$ cat config.mk
export PLATFORM = sky130hd
export DESIGN_NAME = oscillator_config_decode
export DESIGN_NICKNAME = d
export VERILOG_FILES = /design/src/hdl/osc_cfg_pkg.sv /design/src/hdl/osc_field_decode.sv /design/src/hdl/oscillator_config_decode.sv
export SDC_FILE = /design/constraint.sdc
export NUM_CORES = 1
export LEC_CHECK = 0
export BUFFER_PORTS_ARGS = -buffer_cell sky130_fd_sc_hd__buf_2
export CORE_MARGIN = 2
export CORE_UTILIZATION = 46
export CTS_BUF_LIST = sky130_fd_sc_hd__clkbuf_4 sky130_fd_sc_hd__clkbuf_8 sky130_fd_sc_hd__clkbuf_16
export CTS_CLUSTER_SIZE = 24
export DETAILED_ROUTE_END_ITERATION = 6
export GPL_TIMING_DRIVEN = 1
export PLACE_DENSITY = 0.92
export SYNTH_ARGS = -nofsm -noshare
export SYNTH_HDL_FRONTEND = slang
export SYNTH_SLANG_ARGS = --single-unit
$ cat constraint.sdc
create_clock -name clock -period 3.05 [get_ports clock]
set_clock_uncertainty 0.1 [all_clocks]
set_input_delay 0.1525 -clock clock [delete_from_list [all_inputs] [get_ports clock]]
set_output_delay 0.1525 -clock clock [all_outputs]
set_load 0.02 [all_outputs]
$ cat src/hdl/osc_cfg_pkg.sv
package osc_cfg_pkg;

  // Register byte addresses
  localparam logic [7:0] ADDR_CONFIG = 8'h00;
  localparam logic [7:0] ADDR_STATUS = 8'h04;

  // Field positions in the configuration byte
  localparam int SWMON_HI = 7;
  localparam int SWMON_LO = 6;
  localparam int SOSC_BIT = 5;
  localparam int FREQ_HI = 4;
  localparam int FREQ_LO = 3;
  localparam int CLKOUT_BIT = 2;
  localparam int MODE_HI = 1;
  localparam int MODE_LO = 0;

  // Erased configuration byte: all ones
  localparam logic [7:0] CONFIG_RESET = 8'hFF;

  // Status register bit positions
  localparam int ST_SWITCH = 0;
  localparam int ST_MONITOR = 1;
  localparam int ST_SOSC_HP = 2;
  localparam int ST_CLKOUT = 3;
  localparam int ST_FREQ_BAD = 4;
  localparam int ST_RANGE_LO = 5;
  localparam int ST_MODE_LO = 8;

  // Primary oscillator field values
  localparam logic [1:0] MODE_OFF = 2'h3;
  localparam logic [1:0] MODE_HS = 2'h2;
  localparam logic [1:0] MODE_XT = 2'h1;
  localparam logic [1:0] MODE_EXT = 2'h0;

  // Frequency range field values
  localparam logic [1:0] FREQ_HIGH = 2'h3;
  localparam logic [1:0] FREQ_MID = 2'h2;
  localparam logic [1:0] FREQ_LOW = 2'h1;
  localparam logic [1:0] FREQ_RSVD = 2'h0;

  typedef enum logic [1:0] {
    range_reserved,
    range_below_100k,
    range_100k_to_8m,
    range_above_8m
  } freq_range_t;

  typedef enum logic [1:0] {
    osc_external_clock_input,
    osc_standard_crystal,
    osc_high_speed_crystal,
    osc_disabled
  } osc_mode_t;

  typedef struct packed {
    logic switch_enable;
    logic monitor_enable;
    logic sosc_high_power;
    logic clock_out_enable;
    logic freq_reserved;
    freq_range_t freq_range;
    osc_mode_t primary_osc_mode;
  } osc_settings_t;

endpackage

$ cat src/hdl/osc_field_decode.sv
`timescale 1ns/1ps
module osc_field_decode
(
  // Raw configuration byte
  input wire logic [7:0] config_byte,
  // Decoded settings
  output osc_cfg_pkg::osc_settings_t settings
);

  logic [1:0] swmon;
  logic [1:0] freq;
  logic [1:0] mode;

  always_comb
  begin
    swmon = config_byte[osc_cfg_pkg::SWMON_HI:osc_cfg_pkg::SWMON_LO];
    freq = config_byte[osc_cfg_pkg::FREQ_HI:osc_cfg_pkg::FREQ_LO];
    mode = config_byte[osc_cfg_pkg::MODE_HI:osc_cfg_pkg::MODE_LO];
    settings.switch_enable = ~swmon[1];
    settings.monitor_enable = (swmon == 2'h0);
    settings.sosc_high_power = config_byte[osc_cfg_pkg::SOSC_BIT];
    settings.freq_reserved = (freq == osc_cfg_pkg::FREQ_RSVD);
    case (freq)
      osc_cfg_pkg::FREQ_HIGH: settings.freq_range = osc_cfg_pkg::range_above_8m;
      osc_cfg_pkg::FREQ_MID: settings.freq_range = osc_cfg_pkg::range_100k_to_8m;
      osc_cfg_pkg::FREQ_LOW: settings.freq_range = osc_cfg_pkg::range_below_100k;
      default: settings.freq_range = osc_cfg_pkg::range_reserved;
    endcase
    case (mode)
      osc_cfg_pkg::MODE_OFF: settings.primary_osc_mode = osc_cfg_pkg::osc_disabled;
      osc_cfg_pkg::MODE_HS: settings.primary_osc_mode = osc_cfg_pkg::osc_high_speed_crystal;
      osc_cfg_pkg::MODE_XT: settings.primary_osc_mode = osc_cfg_pkg::osc_standard_crystal;
      default: settings.primary_osc_mode = osc_cfg_pkg::osc_external_clock_input;
    endcase
    // Crystal modes own the output pin, so no clock output then
    settings.clock_out_enable = config_byte[osc_cfg_pkg::CLKOUT_BIT]
      && (mode == osc_cfg_pkg::MODE_OFF || mode == osc_cfg_pkg::MODE_EXT);
  end

endmodule // osc_field_decode

$ cat src/hdl/oscillator_config_decode.sv
// Contract
// Switch/monitor field: 1x none, 01 switch, 00 both
// Bit 5 selects secondary oscillator high power
// Frequency range field; 00 is reserved
// Bit 2 drives clock output if mode 11/00
// Mode field: off, high-speed, standard, external clock
`timescale 1ns/1ps
module oscillator_config_decode
(
  // Clock and reset
  input wire logic clock,
  input wire logic reset_n,
  // APB slave
  input wire logic psel,
  input wire logic penable,
  input wire logic pwrite,
  input wire logic [7:0] paddr,
  input wire logic [31:0] pwdata,
  output logic [31:0] prdata,
  output logic pready,
  output logic pslverr,
  // Decoded clock controls
  output logic switch_enable,
  output logic monitor_enable,
  output logic sosc_high_power,
  output logic [1:0] primary_freq_range,
  output logic [1:0] primary_osc_mode,
  output logic clock_output_signal_enable
);

  // Bus phases
  logic setup_phase;
  logic access_phase;
  // Address decode
  logic hit_config;
  logic hit_status;
  logic hit_none;
  // Configuration byte
  logic [7:0] config_r;
  logic [7:0] config_nxt;
  // Bus response
  logic [31:0] prdata_r;
  logic [31:0] prdata_nxt;
  logic pslverr_r;
  logic pslverr_nxt;
  logic pready_r;
  logic pready_nxt;
  // Decoded byte and the registered controls
  osc_cfg_pkg::osc_settings_t decoded;
  logic switch_r;
  logic switch_nxt;
  logic monitor_r;
  logic monitor_nxt;
  logic sosc_r;
  logic sosc_nxt;
  logic clkout_r;
  logic clkout_nxt;
  logic freq_bad_r;
  logic freq_bad_nxt;
  osc_cfg_pkg::freq_range_t range_r;
  osc_cfg_pkg::freq_range_t range_nxt;
  osc_cfg_pkg::osc_mode_t mode_r;
  osc_cfg_pkg::osc_mode_t mode_nxt;
  // Read-only view of the controls
  logic [31:0] status;

  osc_field_decode u_decode
  (
    .config_byte(config_r),
    .settings(decoded)
  );

  // Bus phases
  always_comb
  begin
    setup_phase = psel && !penable;
    access_phase = psel && penable;
  end

  // Address decode
  always_comb
  begin
    hit_config = 1'b0;
    hit_status = 1'b0;
    hit_none = 1'b0;
    if (paddr == osc_cfg_pkg::ADDR_CONFIG)
    begin
      hit_config = 1'b1;
    end
    else if (paddr == osc_cfg_pkg::ADDR_STATUS)
    begin
      hit_status = 1'b1;
    end
    else
    begin
      hit_none = 1'b1;
    end
  end

  // Configuration byte: only a write in the access phase changes it
  always_comb
  begin
    config_nxt = config_r;
    if (access_phase && pwrite && hit_config)
    begin
      config_nxt = pwdata[7:0];
    end
  end

  always_ff @(posedge clock or negedge reset_n)
  begin
    if (!reset_n)
    begin
      config_r <= osc_cfg_pkg::CONFIG_RESET;
    end
    else
    begin
      config_r <= config_nxt;
    end
  end

  // Bus response: captured in the setup phase, held through the access phase
  always_comb
  begin
    prdata_nxt = 32'h0000_0000;
    pslverr_nxt = 1'b0;
    pready_nxt = 1'b1;
    if (setup_phase)
    begin
      if (hit_config)
      begin
        prdata_nxt = {24'h00_0000, config_r};
      end
      else if (hit_status)
      begin
        prdata_nxt = status;
        pslverr_nxt = pwrite;
      end
      else
      begin
        pslverr_nxt = 1'b1;
      end
    end
    else if (access_phase)
    begin
      prdata_nxt = prdata_r;
      pslverr_nxt = pslverr_r;
    end
  end

  always_ff @(posedge clock or negedge reset_n)
  begin
    if (!reset_n)
    begin
      prdata_r <= 32'h0000_0000;
      pslverr_r <= 1'b0;
      pready_r <= 1'b0;
    end
    else
    begin
      prdata_r <= prdata_nxt;
      pslverr_r <= pslverr_nxt;
      pready_r <= pready_nxt;
    end
  end

  // Clock switching permission
  always_comb
  begin
    switch_nxt = decoded.switch_enable;
  end

  always_ff @(posedge clock or negedge reset_n)
  begin
    if (!reset_n)
    begin
      switch_r <= 1'b0;
    end
    else
    begin
      switch_r <= switch_nxt;
    end
  end

  // Fail-safe monitor permission
  always_comb
  begin
    monitor_nxt = decoded.monitor_enable;
  end

  always_ff @(posedge clock or negedge reset_n)
  begin
    if (!reset_n)
    begin
      monitor_r <= 1'b0;
    end
    else
    begin
      monitor_r <= monitor_nxt;
    end
  end

  // Secondary oscillator power level
  always_comb
  begin
    sosc_nxt = decoded.sosc_high_power;
  end

  always_ff @(posedge clock or negedge reset_n)
  begin
    if (!reset_n)
    begin
      sosc_r <= 1'b0;
    end
    else
    begin
      sosc_r <= sosc_nxt;
    end
  end

  // Clock output on the oscillator output pin
  always_comb
  begin
    clkout_nxt = decoded.clock_out_enable;
  end

  always_ff @(posedge clock or negedge reset_n)
  begin
    if (!reset_n)
    begin
      clkout_r <= 1'b0;
    end
    else
    begin
      clkout_r <= clkout_nxt;
    end
  end

  // Reserved range code seen in the byte
  always_comb
  begin
    freq_bad_nxt = decoded.freq_reserved;
  end

  always_ff @(posedge clock or negedge reset_n)
  begin
    if (!reset_n)
    begin
      freq_bad_r <= 1'b0;
    end
    else
    begin
      freq_bad_r <= freq_bad_nxt;
    end
  end

  // Range: a reserved code leaves the range in force
  always_comb
  begin
    range_nxt = decoded.freq_range;
    if (decoded.freq_reserved)
    begin
      range_nxt = range_r;
    end
  end

  always_ff @(posedge clock or negedge reset_n)
  begin
    if (!reset_n)
    begin
      range_r <= osc_cfg_pkg::range_reserved;
    end
    else
    begin
      range_r <= range_nxt;
    end
  end

  // Primary oscillator mode
  always_comb
  begin
    mode_nxt = decoded.primary_osc_mode;
  end

  always_ff @(posedge clock or negedge reset_n)
  begin
    if (!reset_n)
    begin
      mode_r <= osc_cfg_pkg::osc_external_clock_input;
    end
    else
    begin
      mode_r <= mode_nxt;
    end
  end

  // Status word
  always_comb
  begin
    status = 32'h0000_0000;
    status[osc_cfg_pkg::ST_SWITCH] = switch_r;
    status[osc_cfg_pkg::ST_MONITOR] = monitor_r;
    status[osc_cfg_pkg::ST_SOSC_HP] = sosc_r;
    status[osc_cfg_pkg::ST_CLKOUT] = clkout_r;
    status[osc_cfg_pkg::ST_FREQ_BAD] = freq_bad_r;
    status[osc_cfg_pkg::ST_RANGE_LO +: 2] = range_r;
    status[osc_cfg_pkg::ST_MODE_LO +: 2] = mode_r;
  end

  // Outputs straight from flip-flops
  assign prdata = prdata_r;
  assign pready = pready_r;
  assign pslverr = pslverr_r;
  assign switch_enable = switch_r;
  assign monitor_enable = monitor_r;
  assign sosc_high_power = sosc_r;
  assign primary_freq_range = range_r;
  assign primary_osc_mode = mode_r;
  assign clock_output_signal_enable = clkout_r;

endmodule // oscillator_config_decode

# Word-level counts from Yosys, hierarchy flattened

Cells that the tools add are included.

Equality and inequality tests: 8
Muxes and demuxes: 13
Bitwise logic cells: 1
Reduce and logical (&&, ||, !) cells: 11

Operators with widths:

| operator           | number |
|---|---|
| $mux 32            | 3 |
| $pmux 2 s3         | 2 |
| $mux 10            | 1 |
| $eq 2x2->1 const B | 4 |
| $eq 8x3->1 const B | 1 |
| $logic_not 8->1    | 1 |
| $mux 1             | 7 |
| $logic_not 2->1    | 3 |
| $logic_and 1x1->1  | 5 |
| $eq 2x1->1 const B | 2 |
| $ne 2x2->1 const B | 1 |
| $logic_not 1->1    | 1 |
| $logic_or 1x1->1   | 1 |
| $not 1->1          | 1 |

Flip-flop bits (word level): 51
Input port bits: 45
Output and inout bits: 42
Word-level logic and storage cells: 44

# Logic depth before layout (Yosys ltp)

Gate-level depths: netlist of the first run.

Depth after elaboration: 6
Mapped depth: 4
Gate-level depth less buffers: 4

# Hierarchy

A second synthesis of the first run with hierarchy kept.

Cells, all modules: 132
Area, all modules: 1498.9 µm²

Modules (own cells, without submodules):

| module                   | instances | cells an instance | area an instance (µm²) |
|---|---|---|---|
| oscillator_config_decode | 1         | 117               | 1392.6 |
| osc_field_decode         | 1         | 15                | 106.4 |

# Worst setup path before layout of the first run

Ideal clock, no wire load.

Path type: input -> register
Start point: in paddr[6]
End point: reg config_r[0]
Arrival: 1542 ps
Required time: 2868 ps
Path slack: 1326 ps
Stages on the path: 3
Path buffers: 0
Cells stage by stage: or4_4 > nor4_4 > mux2_2

Cells in the longest elaborated chain, start to end: 3

Ends and longest elaborated chain:

| what                   | RTL line                        | text |
|---|---|---|
| start: declaration     | oscillator_config_decode.sv:17  | `input wire logic [7:0] paddr,` |
| $logic_not 8->1        | oscillator_config_decode.sv:86  | `if (paddr == osc_cfg_pkg::ADDR_CONFIG)` |
| $mux 1                 | oscillator_config_decode.sv:86  |  |
| $logic_and 1x1->1      | oscillator_config_decode.sv:104 | `if (access_phase && pwrite && hit_config)` |
| end signal: assignment | oscillator_config_decode.sv:114 | `config_r <= osc_cfg_pkg::CONFIG_RESET;` |
| end signal: assignment | oscillator_config_decode.sv:118 | `config_r <= config_nxt;` |
| end: declaration       | oscillator_config_decode.sv:39  | `logic [7:0] config_r;` |

No other way between the ends.
A chain may end at the register's enable or synchronous reset.

# Worst setup path in the final report of the first run

Start point: in paddr[6]
End point: reg config_r[6]

Same word-level chain as after synthesis.

==> flow_summary.yaml, run 1 <==
status:
  outcome: "complete, no violations"
setup_path:
  startpoint_type: "input port"
  worstPathArrival_ns: 1.88
  cp_cell_sequence: "buf_2 > or4_4 > nor4_4 > mux2_2"
  cp.required_ns: 3.21
  cp_max_fo: 12
  worstSetupEndpointType: "flop"
  slowest_delay_ns: 0.63
  critPathKind: "in2reg"
  crit_slowest_cell: "or4_4"
logic_synthesis:
  syn_area_sq_um: 1480
  ys_types: 30
  synth_common_cells: "buf_4, dfrtp_1, nand2_1"
  synth_cells: 132
  ys_ff_latch: 29
  yosysTopAreaCell: "dfrtp_1"
  synth_top_cell_area_share: 0.355
  yosysMostFrequentCell: "buf_4"
  synth_warnings: 0
  yosysSeqAreaShare: 0.497
  synth-async-reset-ratio: 1.00
  syn_area_per_cell_sq_um: 11.2
  synth_ff_type: "dfrtp_1"
  synth_edf_count: 0
  synth_area_leaders: "dfrtp_1, dfstp_2, buf_4, mux2_2, mux2i_1"
cells_and_area:
  multi_input_area_sq_um: 602
  fin_nets: 230
  seqCellArea_sq_um: 736
  synthToLayoutAreaGrowth_pct: 19.8
  diodes: 0
  drive_above_1_share: 0.368
  fillers: 274
detailed_routing:
  first_pass_iters: 4
  antenna_left: 0
  via_count: 1026
  drtIter0Drc: 14
  postRouteWirelength_um: 2690
  routedWlPerCell_um: 11.9
  viasPerCell: 4.54
  drc_errors: 0
timing:
  fmax_mhz: 582
  drv_slew: 0
  timing.final.hold_violations: 0
  tightestPinTransition_ns: 0.621
  slew_headroom: 0.586
  rsz0062_at_grt: "no"
  period_share: 0.564
  period_minus_slack_ns: 1.72
  setup_viol: 0
  fin_setup_tns_ns: 0
  fin_ws_ns: 1.33
power_and_ir_drop:
  p_leak_nw: 0.900
  ir_drop_uv: 333
  p_per_area_nw_per_um2: 436
clock_network:
  ctsResizeCount: 0
  cts_htree_levels: 2
  cts_made_buffers: 5
  cts_max_path_buffers: 2
  post_cts_buffers: 0
  cts.sinks: 29
  insertion_delay_ns: 0.33
  cts_tree: "yes"
  cts_root_buf: "clkbuf_4"
  path_clk_slew_ns: 0.08
placed_design:
  gp_congestion: 0.792
  hpwl_um: 1930
  port_buffers: 40
  place_ws_ns: 0.977
global_route:
  grt_pass1_wl_um: 4270
  first_global_vias: 899
  grt_usage: 0.166
  grt_overflow: 0
  grt_max_degree: 30
  antenna_found_initial: 0
die:
  io_pins: 87
  die_w_um: 60.7
  rows: 20
  die_h_um: 60.7
  die_area_sq_um: 3680
  coreArea_sq_um: 3050
  initial_core_util: 0.484
min_path:
  hp-class: "in2reg"
run:
  max-cap-violations: 0
-- layout by cell type (no fill, tap or decap), drive strengths merged, types with 2 or more instances in the layout --
master,instances
a21boi,2
and2,8
buf,40
clkbuf,8
conb,23
dfrtp,21
dfstp,8
dlygate4sd3,9
ha,4
inv,6
mux2,8
mux2i,7
nand2,11
nor2,6
o21ai,2
o41ai,7
or4,2
-- worst max-delay path, delay by kind of cell --
family,cells,cell delay [ns]
AND/OR/NAND/NOR,2,1.22
buffers and inverters,1,0.10
multiplexers,1,0.40
-- final timing paths --
path / slack (ns) / cells after the start / endpoint / from
setup / recovery: 1.33 / 4 / config_r[6] / paddr[6]
max in group asynchronous: 2.19 / 2 / pready / reset_n
hold / removal: 0.04 / 3 / pslverr / pwrite
hold reg to reg: 0.32 / 0 / sosc_high_power / config_r[5]
setup reg to reg: 1.62 / 3 / prdata[7] / config_r[7]
min in group asynchronous: 0.25 / 2 / primary_freq_range[1] / reset_n
-- metal layers --
metal,part of all wire,GRT usage,vias to the layer above
li1,-,-,500
met1,0.44,0.208,480
met2,0.46,0.246,41
met3,0.084,0.0725,5
met4,0.022,0.0839,0
met5,0,0,-
-- stage by stage --
step | total power, mW | util | instances | hold slack [ns] | cell area (sq um)
final | 0.773 | 0.580 | 226 | 0.0433 | 1770
after global routing | 0.818 | 0.580 | 226 | 0.0160 | 1770
after CTS | 0.782 | 0.580 | 226 | 0.0320 | 1770
after detailed placement | 0.514 | 0.529 | 209 | 0.109 | 1620
after global placement | 0.512 | 0.529 | 209 | 0.0994 | 1620
after floorplan | 0.498 | - | 153 | -0.243 | 1560
-- kinds of logic (layout without fill, tap and decap cells) --
kind of cell	count (synthesis)	after routing	share of synthesized area
AO/OA/AOI/OAI	14	14	0.0745
other	2	23	0.00508
buffers and inverters	34	63	0.149
AND/OR/NAND/NOR	34	34	0.132
adder cells (fa/ha/maj)	4	4	0.0338
multiplexers	15	15	0.108
flip-flops	29	29	0.497
-- sequential cells by signal (all words and copies together), names as in the netlist, 2 cells and up --
| register | cells |
|---|---|
| primary_freq_range | 2 |
| config_r | 8 |
| primary_osc_mode | 2 |
| prdata | 10 |
-- cell type report --
type	instances	share of cell area
flip-flops and latches	29	0.415
inverters	6	0.0127
clock buffers	8	0.0374
repair buffers	49	0.164
well taps	44	0.0311
multi-input cells	90	0.340
-- repair_timing --
| action | CTS | global route |
|---|---|---|
| hold buffers | 9 | 0 |
| setup endpoints to repair | 0 | 0 |
| hold endpoints to repair | 29 | 0 |
-- power breakdown --
| group | internal, mW | leakage (nW) | switching (mW) |
|---|---|---|---|
| combinational | 0.0359 | 0.506 | 0.0721 |
| sequential | 0.398 | 0.355 | 0.00768 |
| clock | 0.131 | 0.0394 | 0.128 |
Note: power is estimated with default switching activity, not from simulation.
==> run 2, diff against run 1 <==
--- a/config.mk
+++ b/config.mk
@@ -7,12 +7,12 @@
 export LEC_CHECK = 0
 export BUFFER_PORTS_ARGS = -buffer_cell sky130_fd_sc_hd__buf_2
 export CORE_MARGIN = 2
-export CORE_UTILIZATION = 46
+export CORE_UTILIZATION = 39
 export CTS_BUF_LIST = sky130_fd_sc_hd__clkbuf_4 sky130_fd_sc_hd__clkbuf_8 sky130_fd_sc_hd__clkbuf_16
 export CTS_CLUSTER_SIZE = 24
 export DETAILED_ROUTE_END_ITERATION = 6
 export GPL_TIMING_DRIVEN = 1
-export PLACE_DENSITY = 0.92
+export PLACE_DENSITY = 0.84
 export SYNTH_ARGS = -nofsm -noshare
 export SYNTH_HDL_FRONTEND = slang
 export SYNTH_SLANG_ARGS = --single-unit
==> constraint.sdc (replaced) <==
create_clock -name clock -period 1.5 [get_ports clock]
set_clock_uncertainty 0.1 [all_clocks]
set_input_delay 0.075 -clock clock [delete_from_list [all_inputs] [get_ports clock]]
set_output_delay 0.075 -clock clock [all_outputs]
set_load 0.02 [all_outputs]
==> run 2 against run 1 <==
Net effect: first-iteration DRC count up 14%; the run now ends with hold timing left; critical path depth up 1; sequential cell count unchanged; clock-buffer cell count down 1; cell count up 4.9%; largest cell class unchanged.
==> flow_summary.yaml, run 2 (synthesized netlist as in run 1, its figures left out) <==
status:
  outcome: "complete, but fails checks"
  violations: "hold timing"
run:
  max-cap-violations: 0
global_route:
  grtUsageMet2: 0.261
  first_global_vias: 1100
  grt_overflow: 0
  gr-usage-met1: 0.187
  grt_busiest_layer: "met2"
  grt_usage: 0.162
  grt_pass1_wl_um: 5060
  grt_max_degree: 30
  grt_use_met3: 0.0565
  antenna_found_initial: 0
cells_and_area:
  fin_nets: 237
  diodes: 0
  final_common_cell: "buf_2"
  post-route-util: 0.512
  drive_above_1_share: 0.397
  largest_reg_flops: 10
  fillers: 340
  stdcell_area_sq_um: 1870
  final_cell_mix: "buf_2, conb_1, dfrtp_1"
  synthToLayoutAreaGrowth_pct: 26.7
die:
  io_pins: 87
  coreArea_sq_um: 3660
  die_h_um: 65.6
  initial_core_util: 0.404
  die_area_sq_um: 4300
  die_w_um: 65.6
  rows: 22
detailed_routing:
  antenna_left: 0
  first_pass_iters: 4
  routedWlPerCell_um: 12.7
  drtIter0Drc: 16
  postRouteWirelength_um: 3010
  drc_errors: 0
  via_count: 1074
  viasPerCell: 4.53
clock_network:
  post_cts_buffers: 0
  cts_made_buffers: 5
  insertion_delay_ns: 0.29
  cts_htree_levels: 2
  cts.sinks: 29
  path_clk_slew_ns: 0.07
  cts_root_buf: "clkbuf_8"
  cts_max_path_buffers: 2
  cts_tree: "yes"
min_path:
  hp-class: "in2reg"
  hold_end: "pslverr"
  hold_depth: 3
  min_from: "pwrite"
setup_path:
  cp_max_fo: 4
  ff2ff_path_depth: 3
  startpoint_type: "input port"
  crit_slowest_cell: "or4_4"
  path_buf_inv: 2
  reg2reg_setup_slack_ns: 0.07
  worstPathArrival_ns: 1.57
  cpLargestDelayFamily: "simple AND/OR/NAND/NOR gates"
  timing.rr.end: "prdata[7]"
  worstSetupEndpointType: "flop"
  cp_cell_sequence: "buf_2 > or4_4 > buf_4 > or4_1 > a21boi_0"
  critPathKind: "in2reg"
  r2r-start: "config_r[7]"
  slowest_delay_ns: 0.57
  cp.required_ns: 1.61
timing:
  drv_slew: 0
  setup_viol: 0
  timing.final.hold_violations: 1
  period_share: 0.977
  rsz0062_at_grt: "no"
  fmax_mhz: 683
  tightestPinTransition_ns: 0.637
  slew_headroom: 0.575
  fin_setup_tns_ns: 0
  period_minus_slack_ns: 1.46
  fin_hold_ws_ns: -0.0100
placed_design:
  dpl_cell_area_sq_um: 1670
  gp_congestion: 0.825
  hpwl_um: 2210
  port_buffers: 40
power_and_ir_drop:
  ir_drop_uv: 766
  p_per_area_nw_per_um2: 947
  p_leak_nw: 0.953
-- run 2: cell types whose count changed in the layout (fill, tap and decap cells not counted) --
cell	change
clkbuf_8	+6
clkinv_2	+1
a2111oi_1	+1
o41ai_2	+1
buf_4	+7
clkbuf_4	-7
a2111oi_0	-1
o41ai_1	-1
-- run 2: area by class of cell --
type,instances,area [sq um],area share
Multi-Input combinational cell,90,611,0.326
Sequential cell,29,736,0.393
Clock buffer,7,96.3,0.0514
Inverter,6,22.5,0.0120
Clock inverter,1,5.00,0.00267
Timing Repair Buffer,56,343,0.183
Tap cell,48,60.1,0.0321
-- run 2: worst max path at each step --
stage	startpoint	endpoint	slack, ns	cells past startpoint
final	paddr[6]	prdata[8]	0.04	5
after detailed placement	paddr[6]	prdata[8]	-0.27	5
after global placement	paddr[6]	config_r[3]	-0.22	5
after CTS	paddr[6]	prdata[8]	0.04	5
after global routing	paddr[6]	prdata[3]	0.001	6
after floorplan	paddr[6]	config_r[0]	-0.15	3
-- run 2: power breakdown --
| group | switching [mW] | internal, mW | total, mW |
|---|---|---|---|
| registers | 0.0166 | 0.811 | 0.827 |
| logic | 0.152 | 0.0807 | 0.233 |
| clock network | 0.300 | 0.414 | 0.714 |
| total | 0.469 | 1.31 | 1.77 |
-- run 2: worst min-delay path, delay by kind of cell --
family	cells	cell delay, ns
AOI/OAI and AO/OA	1	0.08
buffers and inverters	1	0.10
and+or+nand+nor	1	0.09
-- run 2: timing repair --
item	4_1_cts	5_1_grt
hold buffers	9	0
hold endpoints to repair	29	0
setup endpoints to repair	0	2
gates resized for setup	0	2
-- run 2: layer usage --
layer,vias up,wire [um]
met2,47,1520
li1,510,-
met1,509,1210
met5,-,0
met3,8,193
met4,0,79
-- run 2: metrics by stage --
| stage | instances | setup WS (ns) | power [mW] |
|---|---|---|---|
| detailed placement | 220 | -0.266 | 1.06 |
| CTS | 237 | 0.0413 | 1.80 |
| finish | 237 | 0.0351 | 1.77 |
| floorplan | 153 | -0.147 | 1.01 |
| global route | 237 | 0.00104 | 1.86 |
| global placement | 220 | -0.216 | 1.05 |
